### config.mk
export PLATFORM = sky130hd
export DESIGN_NAME = nor_host_ctrl
export DESIGN_NICKNAME = d
export VERILOG_FILES = /design/src/hdl/nor_host_pkg.sv /design/src/hdl/nor_bus_cycle.sv /design/src/hdl/nor_host_ctrl.sv
export SDC_FILE = /design/constraint.sdc
export NUM_CORES = 1
export LEC_CHECK = 0
export ABC_AREA = 1
export BUFFER_PORTS_ARGS = -buffer_cell sky130_fd_sc_hd__buf_2
export CORE_UTILIZATION = 59
export DETAILED_ROUTE_END_ITERATION = 8
export GPL_ROUTABILITY_DRIVEN = 0
export PLACE_DENSITY = 0.8
export RECOVER_POWER = 100
export SLEW_MARGIN = 20
export SYNTH_ARGS = -nofsm -noshare
export SYNTH_HDL_FRONTEND = slang
export SYNTH_HIERARCHICAL = 1
export SYNTH_SLANG_ARGS = --single-unit
### constraint.sdc
create_clock -name clk_sys_i -period 4.7 [get_ports clk_sys_i]
set_input_delay 0.47 -clock clk_sys_i [delete_from_list [all_inputs] [get_ports clk_sys_i]]
set_output_delay 0.47 -clock clk_sys_i [all_outputs]
set_load 0.05 [all_outputs]
### src/hdl/nor_host_pkg.sv
package nor_host_pkg;
   localparam int ADDR_W = 24;
   localparam int DATA_W = 16;
   localparam int CLK_MHZ = 125;
   // Bus cycle and reset pulse timing of the flash pins, in ns
   localparam int T_SETUP_NS = 10;
   localparam int T_STROBE_NS = 80;
   localparam int T_HOLD_NS = 20;
   localparam int T_RST_NS = 500;
   localparam int SETUP_CYC = (T_SETUP_NS * CLK_MHZ + 999) / 1000;
   // Two extra cycles cover the read-data synchroniser
   localparam int STROBE_CYC = (T_STROBE_NS * CLK_MHZ + 999) / 1000 + 2;
   localparam int HOLD_CYC = (T_HOLD_NS * CLK_MHZ + 999) / 1000;
   localparam int RST_CYC = (T_RST_NS * CLK_MHZ + 999) / 1000;
   localparam int CNT_W = 8;

   // Command codes
   localparam logic [DATA_W-1:0] CMD_RESET = 16'h00f0;
   localparam logic [DATA_W-1:0] CMD_SUSPEND = 16'h00b0;
   localparam logic [DATA_W-1:0] CMD_RESUME = 16'h0030;
   localparam logic [DATA_W-1:0] CMD_WBUF = 16'h0025;
   localparam logic [DATA_W-1:0] CMD_CONFIRM = 16'h0029;
   localparam logic [DATA_W-1:0] CMD_ERASE_SETUP = 16'h0080;
   localparam logic [DATA_W-1:0] CMD_CHIP = 16'h0010;
   localparam logic [DATA_W-1:0] CMD_BLOCK = 16'h0030;
   // Unlock cycles, plain defaults
   localparam logic [ADDR_W-1:0] UNLOCK1_ADDR = 24'h000555;
   localparam logic [ADDR_W-1:0] UNLOCK2_ADDR = 24'h0002aa;
   localparam logic [DATA_W-1:0] UNLOCK1_DATA = 16'h00aa;
   localparam logic [DATA_W-1:0] UNLOCK2_DATA = 16'h0055;

   localparam int BUF_WORDS = 512;
   localparam int PAGE_BITS = 9;

   // Status word bit positions
   localparam int ABORT_FLAG_BIT = 1;
   localparam int ERASE_TIMER_BIT = 3;
   localparam int ERROR_BIT = 5;
   localparam int TOGGLE_BIT = 6;

   // Controller register word indices (avs_address_i[5:2])
   localparam logic [3:0] REG_CTRL = 4'h0;
   localparam logic [3:0] REG_ADDR = 4'h1;
   localparam logic [3:0] REG_DATA = 4'h2;
   localparam logic [3:0] REG_MODE = 4'h3;
   localparam logic [3:0] REG_STATUS = 4'h4;
   localparam logic [3:0] REG_RDATA = 4'h5;
   localparam int MODE_VHH = 0;
   localparam int MODE_BYPASS = 1;

   typedef enum logic [3:0] {
      OP_POLL, OP_WRITE, OP_READ_RESET, OP_ABORT_RESET, OP_SUSPEND, OP_RESUME,
      OP_CHIP_ERASE, OP_BLOCK_ERASE, OP_BLOCK_ADD, OP_WBUF_SETUP, OP_WBUF_LOAD,
      OP_WBUF_CONFIRM, OP_HW_RESET
   } op_e;

   typedef struct packed {
      logic last;
      logic rd;
      logic [ADDR_W-1:0] a;
      logic [DATA_W-1:0] d;
   } step_s;
endpackage
### src/hdl/nor_bus_cycle.sv
`timescale 1ns/1ps
`default_nettype none
module nor_bus_cycle #(
   parameter int SETUP = nor_host_pkg::SETUP_CYC,
   parameter int STROBE = nor_host_pkg::STROBE_CYC,
   parameter int HOLD = nor_host_pkg::HOLD_CYC
) (
   input wire logic clk_sys_i,
   input wire logic rst_i,
   input wire logic req_i,
   input wire logic rd_i,
   input wire logic [nor_host_pkg::ADDR_W-1:0] addr_i,
   input wire logic [nor_host_pkg::DATA_W-1:0] wdata_i,
   output logic done_o,
   output logic [nor_host_pkg::DATA_W-1:0] rdata_o,
   output logic [nor_host_pkg::ADDR_W-1:0] addr_o,
   output logic [nor_host_pkg::DATA_W-1:0] dq_o,
   output logic dq_oe_o,
   input wire logic [nor_host_pkg::DATA_W-1:0] dq_i,
   output logic ce_n_o,
   output logic oe_n_o,
   output logic we_n_o
);
   import nor_host_pkg::*;

   typedef enum logic [1:0] {C_IDLE, C_SETUP, C_STROBE, C_HOLD} cyc_e;
   typedef struct packed {
      cyc_e st;
      logic rd;
      logic [CNT_W-1:0] cnt;
      logic [DATA_W-1:0] sync1;
      logic [DATA_W-1:0] sync2;
      logic [DATA_W-1:0] rdata;
      logic [ADDR_W-1:0] addr;
      logic [DATA_W-1:0] wdata;
      logic done;
   } cyc_s;

   cyc_s q, next_q;

   always_comb begin
      next_q = q;
      next_q.done = 1'b0;
      next_q.sync1 = dq_i;
      next_q.sync2 = q.sync1;
      unique case (q.st)
         C_IDLE: begin
            if (req_i) begin
               next_q.st = C_SETUP;
               next_q.rd = rd_i;
               next_q.addr = addr_i;
               next_q.wdata = wdata_i;
               next_q.cnt = CNT_W'(SETUP - 1);
            end
         end
         C_SETUP: begin
            if (q.cnt == '0) begin
               next_q.st = C_STROBE;
               next_q.cnt = CNT_W'(STROBE - 1);
            end else begin
               next_q.cnt = q.cnt - 1'b1;
            end
         end
         C_STROBE: begin
            if (q.cnt == '0) begin
               next_q.st = C_HOLD;
               next_q.cnt = CNT_W'(HOLD - 1);
               if (q.rd) begin
                  next_q.rdata = q.sync2;
               end
            end else begin
               next_q.cnt = q.cnt - 1'b1;
            end
         end
         C_HOLD: begin
            if (q.cnt == '0) begin
               next_q.st = C_IDLE;
               next_q.done = 1'b1;
            end else begin
               next_q.cnt = q.cnt - 1'b1;
            end
         end
      endcase
   end

   always_ff @(posedge clk_sys_i or posedge rst_i) begin
      if (rst_i) begin
         q <= '0;
      end else begin
         q <= next_q;
      end
   end

   assign done_o = q.done;
   assign rdata_o = q.rdata;
   assign addr_o = q.addr;
   assign dq_o = q.wdata;
   // Data bus driven only for the whole of a write cycle, never on reads
   assign dq_oe_o = (q.st != C_IDLE) && !q.rd;
   assign ce_n_o = (q.st == C_IDLE);
   assign oe_n_o = !((q.st == C_STROBE) && q.rd);
   assign we_n_o = !((q.st == C_STROBE) && !q.rd);
endmodule
`default_nettype wire

### src/hdl/nor_host_ctrl.sv
// Behaviour
// Aborted buffer program: only abort-reset recovers (here OP_HW_RESET also clears the aborted state)
// Word count above buffer size aborts
// Load outside set-up block aborts
// Load outside starting buffer page aborts
// Non-confirm after last load aborts
// Abort status: flag set, toggling, no error
// Bypass mode still needs full three-cycle abort-reset
// Suspend command pauses programming, status updates
// Suspended: reads allowed, suspended address invalid
// Suspend also allowed inside erase suspend
// Identification mode returns to program suspend
// Resume restarts; extra resumes ignored
// High voltage on protect pin enters bypass
// Chip erase takes six write cycles
// Chip erase skips protected blocks silently
// During chip erase commands ignored, status read
// Chip erase error holds until read/reset
// Bypass chip erase takes two cycles
// Block erase six cycles, repeat sixth per block
// Selection timeout restarts; foreign command ends it
// Timer expiry shown on erase timer bit
// Protected selected blocks skipped, no error
// Block erase ignores commands; error needs read/reset
// Buffer holds at most 512 words
// Hardware reset abandons operation, back to read
`timescale 1ns/1ps
`default_nettype none
module nor_host_ctrl #(
   parameter int RST_CYCLES = nor_host_pkg::RST_CYC,
   parameter int BUF_MAX = nor_host_pkg::BUF_WORDS
) (
   input wire logic clk_sys_i,
   input wire logic rst_i,
   input wire logic [5:0] avs_address_i,
   input wire logic avs_read_i,
   input wire logic avs_write_i,
   input wire logic [31:0] avs_writedata_i,
   output logic [31:0] avs_readdata_o,
   output logic avs_waitrequest_o,
   output logic [nor_host_pkg::ADDR_W-1:0] flash_addr_o,
   output logic [nor_host_pkg::DATA_W-1:0] flash_dq_o,
   output logic flash_dq_oe_o,
   input wire logic [nor_host_pkg::DATA_W-1:0] flash_dq_i,
   output logic flash_ce_n_o,
   output logic flash_oe_n_o,
   output logic flash_we_n_o,
   output logic flash_rst_n_o,
   output logic high_voltage_level_o
);
   import nor_host_pkg::*;

   typedef enum logic [1:0] {S_IDLE, S_ISSUE, S_WAIT, S_RESET} seq_e;
   typedef struct packed {
      seq_e st;
      op_e op;
      logic [3:0] step;
      logic [ADDR_W-1:0] addr;
      logic [DATA_W-1:0] data;
      logic [1:0] mode;
      logic [CNT_W+4-1:0] rcnt;
      logic [DATA_W-1:0] rd0;
      logic [DATA_W-1:0] rd1;
      logic aborted;
      logic suspended;
      logic prog_active;
      logic chip_active;
      logic erase_active;
      logic err_pending;
      logic toggling;
      logic refused;
      logic [ADDR_W-PAGE_BITS-1:0] page;
      logic [9:0] load_left;
      logic loading;
      logic ack;
      logic [31:0] rdata;
   } ctl_s;

   ctl_s q, next_q;
   step_s cur;
   logic bypass;
   logic cyc_done;
   logic [DATA_W-1:0] cyc_rdata;
   logic allowed;
   logic [3:0] reg_idx;

   assign bypass = q.mode[MODE_BYPASS] || q.mode[MODE_VHH];
   assign reg_idx = avs_address_i[5:2];

   // Bus step table for each operation
   always_comb begin
      cur = '0;
      unique case (q.op)
         OP_POLL: begin
            cur = '{q.step == 4'h1, 1'b1, q.addr, '0};
         end
         OP_WRITE: cur = '{1'b1, 1'b0, q.addr, q.data};
         OP_READ_RESET: cur = '{1'b1, 1'b0, q.addr, CMD_RESET};
         OP_ABORT_RESET: begin
            // Full three cycles even in bypass mode
            unique case (q.step)
               4'h0: cur = '{1'b0, 1'b0, UNLOCK1_ADDR, UNLOCK1_DATA};
               4'h1: cur = '{1'b0, 1'b0, UNLOCK2_ADDR, UNLOCK2_DATA};
               default: cur = '{1'b1, 1'b0, UNLOCK1_ADDR, CMD_RESET};
            endcase
         end
         OP_SUSPEND: cur = '{1'b1, 1'b0, q.addr, CMD_SUSPEND};
         OP_RESUME: cur = '{1'b1, 1'b0, q.addr, CMD_RESUME};
         OP_BLOCK_ADD: cur = '{1'b1, 1'b0, q.addr, CMD_BLOCK};
         OP_CHIP_ERASE, OP_BLOCK_ERASE: begin
            if (bypass) begin
               // Two-cycle form in bypass mode
               cur = (q.step == 4'h0) ? '{1'b0, 1'b0, q.addr, CMD_ERASE_SETUP} :
                  (q.op == OP_CHIP_ERASE) ? '{1'b1, 1'b0, q.addr, CMD_CHIP} :
                  '{1'b1, 1'b0, q.addr, CMD_BLOCK};
            end else begin
               unique case (q.step)
                  4'h0, 4'h3: cur = '{1'b0, 1'b0, UNLOCK1_ADDR, UNLOCK1_DATA};
                  4'h1, 4'h4: cur = '{1'b0, 1'b0, UNLOCK2_ADDR, UNLOCK2_DATA};
                  4'h2: cur = '{1'b0, 1'b0, UNLOCK1_ADDR, CMD_ERASE_SETUP};
                  default: cur = (q.op == OP_CHIP_ERASE) ?
                     '{1'b1, 1'b0, UNLOCK1_ADDR, CMD_CHIP} :
                     '{1'b1, 1'b0, q.addr, CMD_BLOCK};
               endcase
            end
         end
         OP_WBUF_SETUP: begin
            if (q.step == 4'h0 && !bypass) begin
               cur = '{1'b0, 1'b0, UNLOCK1_ADDR, UNLOCK1_DATA};
            end else if (q.step == 4'h1 && !bypass) begin
               cur = '{1'b0, 1'b0, UNLOCK2_ADDR, UNLOCK2_DATA};
            end else if ((bypass && q.step == 4'h0) || q.step == 4'h2) begin
               cur = '{1'b0, 1'b0, q.addr, CMD_WBUF};
            end else begin
               cur = '{1'b1, 1'b0, q.addr, q.data}; // Count n for n+1 words
            end
         end
         OP_WBUF_LOAD: cur = '{1'b1, 1'b0, q.addr, q.data};
         OP_WBUF_CONFIRM: cur = '{1'b1, 1'b0, q.addr, CMD_CONFIRM};
         OP_HW_RESET: cur = '{1'b1, 1'b0, q.addr, q.data};
         default: cur = '0;
      endcase
   end

   // Which new operation the device's current mode will take
   always_comb begin
      op_e req;
      logic [ADDR_W-PAGE_BITS-1:0] wpage;
      req = op_e'(avs_writedata_i[3:0]);
      wpage = q.addr[ADDR_W-1:PAGE_BITS];
      allowed = 1'b1;
      if (req == OP_POLL || req == OP_HW_RESET) begin
         allowed = 1'b1;
      end else if (q.aborted) begin
         allowed = (req == OP_ABORT_RESET);
      end else if (q.chip_active) begin
         allowed = 1'b0;
      end else if (q.err_pending) begin
         allowed = (req == OP_READ_RESET);
      end else if (q.erase_active) begin
         // Adding blocks only before the selection timer expires
         allowed = (req == OP_SUSPEND) || (req == OP_READ_RESET) ||
            (req == OP_BLOCK_ADD && !q.rd1[ERASE_TIMER_BIT]);
      end else begin
         unique case (req)
            OP_RESUME: allowed = q.suspended;
            OP_SUSPEND: allowed = q.prog_active && !q.suspended;
            OP_WBUF_SETUP: allowed = (32'(q.data) < 32'(BUF_MAX));
            OP_WBUF_LOAD: allowed = q.loading && (q.load_left != '0) &&
               (wpage == q.page);
            OP_WBUF_CONFIRM: allowed = q.loading && (q.load_left == '0);
            OP_BLOCK_ADD: allowed = 1'b0;
            default: allowed = 1'b1;
         endcase
         // Only the confirm, a poll or a hardware reset may follow the last load
         if (q.loading && q.load_left == '0 && req != OP_WBUF_CONFIRM) begin
            allowed = 1'b0;
         end
      end
   end

   always_comb begin
      next_q = q;
      next_q.ack = 1'b0;
      // Register bus: one wait cycle, answer on the second
      if ((avs_read_i || avs_write_i) && !q.ack) begin
         next_q.ack = 1'b1;
         next_q.rdata = '0;
         if (avs_read_i) begin
            unique case (reg_idx)
               REG_CTRL: next_q.rdata = {28'h0, q.op};
               REG_ADDR: next_q.rdata = 32'(q.addr);
               REG_DATA: next_q.rdata = 32'(q.data);
               REG_MODE: next_q.rdata = {30'h0, q.mode};
               REG_STATUS: next_q.rdata = {22'h0, q.chip_active, q.refused,
                  q.rd1[ERASE_TIMER_BIT], q.rd1[ERROR_BIT], q.rd1[ABORT_FLAG_BIT],
                  q.toggling, q.erase_active, q.suspended, q.aborted, q.st != S_IDLE};
               REG_RDATA: next_q.rdata = 32'(q.rd1);
               default: next_q.rdata = '0;
            endcase
         end else begin
            unique case (reg_idx)
               REG_ADDR: next_q.addr = avs_writedata_i[ADDR_W-1:0];
               REG_DATA: next_q.data = avs_writedata_i[DATA_W-1:0];
               REG_MODE: next_q.mode = avs_writedata_i[1:0];
               REG_CTRL: begin
                  if (q.st == S_IDLE && allowed) begin
                     next_q.op = op_e'(avs_writedata_i[3:0]);
                     next_q.step = '0;
                     next_q.refused = 1'b0;
                     next_q.st = (op_e'(avs_writedata_i[3:0]) == OP_HW_RESET) ?
                        S_RESET : S_ISSUE;
                     next_q.rcnt = '0;
                  end else begin
                     next_q.refused = 1'b1;
                  end
               end
               default: ;
            endcase
         end
      end

      unique case (q.st)
         S_IDLE: ;
         S_ISSUE: next_q.st = S_WAIT;
         S_WAIT: begin
            if (cyc_done) begin
               if (cur.rd) begin
                  next_q.rd0 = q.rd1;
                  next_q.rd1 = cyc_rdata;
               end
               if (!cur.last) begin
                  next_q.step = q.step + 1'b1;
                  next_q.st = S_ISSUE;
               end else begin
                  next_q.st = S_IDLE;
                  unique case (q.op)
                     OP_POLL: begin
                        // Two reads: a moving toggle bit means still busy
                        next_q.toggling = q.rd1[TOGGLE_BIT] ^ cyc_rdata[TOGGLE_BIT];
                        if (next_q.toggling && cyc_rdata[ABORT_FLAG_BIT] &&
                            !cyc_rdata[ERROR_BIT]) begin
                           next_q.aborted = 1'b1;
                           next_q.prog_active = 1'b0;
                        end else if (!next_q.toggling && !q.suspended) begin
                           // Finished; protected blocks give no error
                           next_q.chip_active = 1'b0;
                           next_q.erase_active = 1'b0;
                           next_q.prog_active = 1'b0;
                           next_q.err_pending = cyc_rdata[ERROR_BIT];
                        end
                     end
                     OP_ABORT_RESET: begin
                        next_q.aborted = 1'b0;
                        next_q.loading = 1'b0;
                     end
                     OP_READ_RESET: begin
                        next_q.err_pending = 1'b0;
                        next_q.erase_active = 1'b0;
                        next_q.loading = 1'b0;
                     end
                     OP_SUSPEND: next_q.suspended = 1'b1;
                     OP_RESUME: next_q.suspended = 1'b0;
                     OP_CHIP_ERASE: next_q.chip_active = 1'b1;
                     OP_BLOCK_ERASE: next_q.erase_active = 1'b1;
                     OP_WBUF_SETUP: begin
                        next_q.loading = 1'b1;
                        next_q.page = q.addr[ADDR_W-1:PAGE_BITS];
                        next_q.load_left = 10'(q.data) + 1'b1;
                     end
                     OP_WBUF_LOAD: next_q.load_left = q.load_left - 1'b1;
                     OP_WBUF_CONFIRM: begin
                        next_q.loading = 1'b0;
                        next_q.prog_active = 1'b1;
                     end
                     default: ;
                  endcase
               end
            end
         end
         S_RESET: begin
            // Pin reset abandons every operation in flight
            if (q.rcnt == (CNT_W+4)'(RST_CYCLES - 1)) begin
               next_q.st = S_IDLE;
               next_q.aborted = 1'b0;
               next_q.suspended = 1'b0;
               next_q.prog_active = 1'b0;
               next_q.chip_active = 1'b0;
               next_q.erase_active = 1'b0;
               next_q.err_pending = 1'b0;
               next_q.loading = 1'b0;
               next_q.toggling = 1'b0;
            end else begin
               next_q.rcnt = q.rcnt + 1'b1;
            end
         end
      endcase
   end

   always_ff @(posedge clk_sys_i or posedge rst_i) begin
      if (rst_i) begin
         q <= '0;
      end else begin
         q <= next_q;
      end
   end

   nor_bus_cycle u_cycle (
      .clk_sys_i(clk_sys_i),
      .rst_i(rst_i),
      .req_i(q.st == S_ISSUE),
      .rd_i(cur.rd),
      .addr_i(cur.a),
      .wdata_i(cur.d),
      .done_o(cyc_done),
      .rdata_o(cyc_rdata),
      .addr_o(flash_addr_o),
      .dq_o(flash_dq_o),
      .dq_oe_o(flash_dq_oe_o),
      .dq_i(flash_dq_i),
      .ce_n_o(flash_ce_n_o),
      .oe_n_o(flash_oe_n_o),
      .we_n_o(flash_we_n_o)
   );

   assign avs_waitrequest_o = (avs_read_i || avs_write_i) && !q.ack;
   assign avs_readdata_o = q.rdata;
   assign flash_rst_n_o = (q.st != S_RESET);
   assign high_voltage_level_o = q.mode[MODE_VHH];
endmodule
`default_nettype wire

==> Yosys cells after proc, flatten, opt, wreduce, memory -nomap -nowiden <==
Index checks and enable logic that the tools add are counted.
{ "op_classes": {"n_addsub": 5, "order_cmp": 1, "eq_ne": 60, "n_mux": 72, "bitwise": 2, "n_reduce_logical": 71} }
{ "ops": {"columns": ["cell", "n"], "rows": [
  ["42-bit one-hot mux with 9 select lines", 1],
  ["42-bit two-way mux", 5],
  ["24-bit one-hot mux with 6 select lines", 1],
  ["64-bit two-way mux", 2],
  ["42-bit one-hot mux with 3 select lines", 1],
  ["42-bit one-hot mux with 2 select lines", 1],
  ["12-bit two-way mux", 4],
  ["24-bit two-way mux", 2],
  ["4-bit == test, second input constant", 10],
  ["40-bit two-way mux", 1],
  ["4-bit by 3-bit == test with 1-bit output, second input constant", 9],
  ["33-bit two-way mux", 1],
  ["4-bit by 2-bit == test with 1-bit output, second input constant", 8],
  ["8-bit one-hot mux with 4 select lines", 1],
  ["8-bit two-way mux", 3],
  ["7-bit two-way mux", 3],
  ["7-bit AND reduction", 3],
  ["10-bit two-way mux", 2],
  ["10-bit one-hot mux with 2 select lines", 1],
  ["3-bit AND reduction", 6],
  ["1-bit logical AND", 17],
  ["4-bit zero test", 4],
  ["16-bit by 10-bit less-than comparator with 1-bit output, second input constant", 1],
  ["1-bit two-way mux", 16],
  ["other kinds (44)", 108]
]} }
{ "word_totals": {"regBits": 247, "in_bits": 58, "out_inout_bits": 79} }

==> Logic depth before layout (Yosys ltp) <==
{ "depth": {"word_depth": 18, "ltp_mapped": 20, "depth_no_buf": 19} }

==> Hierarchy <==
Netlist, hierarchy kept.
{ "modules_own_cells": {"columns": ["mod", "n_inst", "cells_per_inst", "area_each_um2", "seq_area_each_um2"], "rows": [
  ["nor_host_ctrl", 1, 1083, 8047.7, 3478.3],
  ["nor_bus_cycle", 1, 345, 4211.5, 2502.4]
]} }

==> Worst setup path after synthesis <==
OpenSTA, ideal clock, no wires.
{ "synth_timing": {"path_type": "reg-to-reg", "from": "register q[153] (netlist bit)", "to": "register u_cycle.q (netlist bit u_cycle/addr_o[18])", "setup_ps": 125, "arrival_time_ps": 2042, "required_time_ps": 4575, "slack_ps": 2533, "path_stages_with_launch": 12, "n_path_buf": 1, "period_less_slack_ps": 2167, "path_cell_list": "dfrtp_1 > inv_1 > ha_1 > inv_1 > o31ai_4 > nor2_1 > a21oi_1 > nor2_1 > nor3_2 > buf_4 > nor2_1 > mux2_2"} }
{ "synth_rtl": {"columns": ["element", "line_no", "source"], "rows": [
  ["from (decl)", "nor_host_ctrl.sv:79", "ctl_s q, next_q;"],
  ["from (signal assigned)", "nor_host_ctrl.sv:304", "q <= next_q;"],
  ["to (signal assigned)", "nor_bus_cycle.sv:90", "q <= next_q;"],
  ["to (decl)", "nor_bus_cycle.sv:39", "cyc_s q, next_q;"]
]} }

==> Final worst setup path <==
{ "layout_timing": {"from": "register q (netlist bit high_voltage_level_o)", "to": "register q[47] (netlist bit)"} }
{ "layout_via": {"elab_chain_cells": 8, "elab_cells_between_ends": 12, "classes_between": "mux (5); reduce/logical (7)"} }
{ "layout_rtl": {"columns": ["element", "line_no", "source"], "rows": [
  ["1-bit logical OR *", "nor_host_ctrl.sv:87", "assign bypass = q.mode[MODE_BYPASS] || q.mode[MODE_VHH];"],
  ["1-bit logical AND", "nor_host_ctrl.sv:132", "end else if ((bypass && q.step == 4'h0) || q.step == 4'h2) begin"],
  ["1-bit logical OR", "nor_host_ctrl.sv:132", null],
  ["42-bit two-way mux", "nor_host_ctrl.sv:132", null],
  ["42-bit two-way mux", "nor_host_ctrl.sv:130", "end else if (q.step == 4'h1 && !bypass) begin"],
  ["42-bit two-way mux", "nor_host_ctrl.sv:128", "if (q.step == 4'h0 && !bypass) begin"],
  ["42-bit one-hot mux with 9 select lines *", "nor_host_ctrl.sv:93", "unique case (q.op)"],
  ["4-bit AND reduction (no line) *", null, null]
]} }
Every way passes the cells marked *; elsewhere a longest branch is shown, timed or not.
A chain may end at the register's enable or synchronous reset.

==> metrics.txt <==
# TYPE chip_impl_metric gauge
chip_impl_metric{name="synth-async-reset-ratio",unit=""} 1.00
chip_impl_metric{name="drt-wirelength-per-cell",unit="um"} 16.8
chip_impl_metric{name="globalRouteTotalUtil",unit=""} 0.278
chip_impl_metric{name="power.leakage",unit="nW"} 6.34
chip_impl_metric{name="vias_in_the_first_global_route",unit=""} 9169
chip_impl_metric{name="post_cts_buffers",unit=""} 0
chip_impl_info{name="cts_tree",value="built"} 1
chip_impl_metric{name="post-route-min-period",unit="ns"} 3.75
chip_impl_metric{name="design.portCount",unit=""} 137
chip_impl_metric{name="final.fill_count",unit=""} 1747
chip_impl_metric{name="ff2ff_path_depth",unit=""} 10
chip_impl_metric{name="critical_path_depth",unit=""} 10
chip_impl_metric{name="worstPathArrival",unit="ns"} 4.09
chip_impl_metric{name="synthesis.area_per_instance",unit="um2"} 8.58
chip_impl_metric{name="ff_latch_area",unit="mm2"} 0.00598
chip_impl_metric{name="final.period_utilization",unit=""} 0.798
chip_impl_metric{name="worst_clock_skew",unit="ns"} 0.0143
chip_impl_metric{name="chipWidth",unit="um"} 146
chip_impl_info{name="critPathKind",value="reg2reg"} 1
chip_impl_metric{name="detail-route-antenna-nets",unit=""} 0
chip_impl_metric{name="routed_wirelength",unit="um"} 29400
chip_impl_metric{name="drtPass1Iterations",unit=""} 5
chip_impl_metric{name="hold_slack",unit="ns"} 0.0554
chip_impl_info{name="critical_path.startpoint_type",value="register"} 1
chip_impl_metric{name="ctsLongestPathBuffers",unit=""} 3
chip_impl_metric{name="grt_start_max_net_pins",unit=""} 105
chip_impl_metric{name="dp_worst_setup_slack",unit="ns"} 1.65
chip_impl_metric{name="initial_core_util",unit=""} 0.604
chip_impl_info{name="synth_largest_area_cell",value="dfrtp_1"} 1
chip_impl_metric{name="instances_no_fill",unit=""} 1748
chip_impl_info{name="result_of_the_run",value="finished, violations left"} 1
chip_impl_metric{name="fp.coreArea",unit="mm2"} 0.0203
chip_impl_metric{name="dieArea",unit="mm2"} 0.0214
chip_impl_metric{name="die_span_in_y",unit="um"} 146
chip_impl_metric{name="clock-sinks",unit=""} 239
chip_impl_metric{name="synth-edff-count",unit=""} 0
chip_impl_metric{name="drt_drc_violations_left",unit=""} 0
chip_impl_metric{name="timing.slew.headroom",unit=""} -0.729
chip_impl_metric{name="crit_required",unit="ns"} 5.04
chip_impl_info{name="crit_chain",value="nor2_1, inv_1, nor2_1, inv_1, nand2_1, nor2_1, a21oi_4, nand2_1, nand3_1, o21ai_0"} 1
chip_impl_metric{name="final_max_slew_viol_count",unit=""} 155
chip_impl_metric{name="postCtsHoldBufs",unit=""} 0
chip_impl_metric{name="ctsHtreeMaxLevel",unit=""} 1
chip_impl_metric{name="warnings_from_yosys",unit=""} 6
chip_impl_metric{name="worstSkewPairLatency",unit="ns"} 0.52
chip_impl_metric{name="grt_first_pass_wirelength",unit="um"} 47300
chip_impl_metric{name="mux_contribution_to_synthesized_area",unit=""} 0.0377
chip_impl_metric{name="synth_cells",unit=""} 1428
chip_impl_metric{name="worst-slew-pin-transition",unit="ns"} 2.58
chip_impl_metric{name="initialDrtViolationCount",unit=""} 786
chip_impl_info{name="crit_path_frequent_cell",value="nor2_1"} 1
chip_impl_metric{name="fp-row-count",unit=""} 52
chip_impl_metric{name="synthToLayoutAreaGrowth",unit="%"} 5.80
chip_impl_metric{name="finish.net_count",unit=""} 1533
chip_impl_info{name="timing.rr.start",value="high_voltage_level_o"} 1
chip_impl_metric{name="peakVddDrop",unit="mV"} 0.331
chip_impl_metric{name="multi_input_combinational_cell_area",unit="mm2"} 0.00458
chip_impl_metric{name="complex_gate_fraction_of_the_synthesized_area",unit=""} 0.135
chip_impl_metric{name="synth.lib_cells_used.distinct",unit=""} 53
chip_impl_metric{name="antenna_found_initial",unit=""} 0
chip_impl_metric{name="finalWorstSetupSlack",unit="ns"} 0.951
chip_impl_metric{name="highest_achievable_clock_rate",unit="MHz"} 267
chip_impl_info{name="setup_repair_after_global_routing_missed_its_margin",value="no"} 1
chip_impl_metric{name="worst-path-buf-inv",unit=""} 2
chip_impl_metric{name="power_density",unit="mW/mm2"} 353
chip_impl_info{name="largest_family_of_logic_cells_by_synthesized_area",value="simple AND/OR/NAND/NOR gates"} 1
chip_impl_metric{name="synthesis.area",unit="mm2"} 0.0123
chip_impl_info{name="worstSetupStartpoint",value="high_voltage_level_o"} 1
chip_impl_info{name="dominantRegCellSynth",value="dfrtp_1"} 1
chip_impl_metric{name="inst_count_dp",unit=""} 1704
chip_impl_metric{name="cap_viol_max_count",unit=""} 4
chip_impl_metric{name="synth-seq-cells",unit=""} 239
chip_impl_metric{name="route.detailed.vias_per_inst",unit=""} 5.55
chip_impl_metric{name="synthSimpleGateAreaFrac",unit=""} 0.184
chip_impl_info{name="hold_path.class",value="in2reg"} 1
chip_impl_info{name="worstSetupEndpoint",value="q[47]"} 1
chip_impl_metric{name="routed_via_count",unit=""} 9707
chip_impl_info{name="cpLargestDelayFamily",value="simple AND/OR/NAND/NOR gates"} 1
chip_impl_info{name="crit_slowest_cell",value="nand3_1"} 1
chip_impl_metric{name="ctsResizeCount",unit=""} 0
chip_impl_info{name="cell_chosen_for_the_clock_root",value="clkbuf_16"} 1
chip_impl_metric{name="grt_overflow",unit=""} 0
chip_impl_info{name="ys_top_cells_by_area",value="dfrtp_1 (49%), nand2_1 (8.1%), buf_4 (5.5%)"} 1
chip_impl_metric{name="crit_path_max_incr_delay",unit="ns"} 0.83
chip_impl_info{name="setup.worst_path.end_class",value="register"} 1
chip_impl_info{name="yosysMostFrequentCell",value="nand2_1"} 1
chip_impl_metric{name="share_of_yosys_cell_area_claimed_by_the_top_area_cell_type",unit=""} 0.488
chip_impl_metric{name="synthXorXnorAreaFrac",unit=""} 0.0114
chip_impl_metric{name="worst_setup_hold_path_clk_slew",unit="ns"} 0.06
chip_impl_metric{name="post_route_cells_drive_above_1_share",unit=""} 0.121
chip_impl_metric{name="synth_seq_area_share",unit=""} 0.488
chip_impl_metric{name="setup_tns",unit="ns"} 0
chip_impl_info{name="r2r-end",value="q[47]"} 1
chip_impl_metric{name="antenna_cells_inserted",unit=""} 0
chip_impl_metric{name="critical_path_peak_fanout",unit=""} 31
chip_impl_info{name="holdCritStartpoint",value="flash_dq_i[14]"} 1
chip_impl_metric{name="setup_viol",unit=""} 0
chip_impl_metric{name="tritoncts.num_buffers",unit=""} 25
chip_impl_metric{name="synth_fa_ha_area_frac",unit=""} 0.0143
chip_impl_info{name="synth.top_cells.by_count",value="nand2_1 (264), dfrtp_1 (239), inv_1 (176), nor2_1 (139), o21ai_0 (120)"} 1
chip_impl_metric{name="final_hold_viol_count",unit=""} 0
chip_impl_metric{name="numPortBuffers",unit=""} 118
chip_impl_info{name="violations_in_the_final_reports",value="max-capacitance violations, max-slew violations"} 1
chip_impl_metric{name="regToRegSetupSlack",unit="ns"} 0.95
chip_impl_metric{name="total_power",unit="mW"} 4.57
chip_impl_metric{name="dpl.hpwl",unit="um"} 20800
[layer usage]
layer  share of wire  GRT usage  up-vias
met5               0          0        -
met4           0.052      0.126        0
met3           0.089     0.0531      101
met2            0.45      0.435      489
met1            0.41      0.376     4541
li1                -          -     4576
[state kept, by name (all words and copies together), names as in the netlist]
signal	flops
q	114
u_cycle/q	27
avs_readdata_o	24
u_cycle/addr_o	24
u_cycle/dq_o	16
u_cycle/next_q	16
u_cycle/rdata_o	16
high_voltage_level_o	1
u_cycle/done_o	1
[cell usage in the layout (no fill, tap or decap), types with 22 or more instances in the layout]
cell type  instances
nand2_1          273
dfrtp_1          239
inv_1            177
o21ai_0          151
nor2_1           142
clkbuf_1          78
a21oi_1           51
buf_2             46
nand3_1           44
mux2_2            41
clkbuf_16         25
nor3_1            22
[power breakdown]
| part | leakage (nW) | internal, mW | total (mW) | switching [mW] |
|---|---|---|---|---|
| clock | 0.394 | 1.11 | 1.92 | 0.809 |
| combinational | 2.80 | 0.114 | 0.405 | 0.291 |
| sequential | 3.14 | 2.15 | 2.25 | 0.0995 |
| total | 6.34 | 3.38 | 4.57 | 1.20 |
[metrics by stage]
step / utilization / instance area (um2)
6_report: 0.639 / 13000
5_1_grt: 0.639 / 13000
4_1_cts: 0.651 / 13200
3_5_place_dp: 0.612 / 12400
3_3_place_gp: 0.612 / 12400
2_1_floorplan: - / 12300
[logic make-up (layout without fill, tap and decap cells)]
logic type	count (synthesis)	count (layout)
and+or+nand+nor	517	517
buffers and inverters	321	364
AOI/OAI and AO/OA	279	279
DFF	239	239
muxes	41	41
xor gates and xnor gates	16	16
adders and majority gates	14	14
other	1	8
[worst reg2reg max path, delay by kind of cell (launching register included)]
family	cells	cell delay (ns)
and+or+nand+nor	6	2.10
AOI/OAI and AO/OA	2	0.72
DFF	1	0.42
buffers and inverters	2	0.35
[worst min path at each step]
stage,end,slack (ns),depth (start not counted)
after global routing,u_cycle/next_q[60],0.04,1
after CTS,u_cycle/next_q[71],0.04,1
final,u_cycle/next_q[71],0.06,1
after detailed placement,u_cycle/q[57],0.33,0
after floorplan,u_cycle/q[57],0.33,0
after global placement,u_cycle/q[67],0.33,0
[area by class of cell]
class / count / area share
clock inverter: 11 / 0.00714
multi-input combinational: 875 / 0.353
tap: 270 / 0.0260
inverter: 197 / 0.0575
timing repair buffer: 123 / 0.0404
sequential: 239 / 0.461
clock buffer: 33 / 0.0544
No activity file was read; power rests on OpenSTA's default activity.
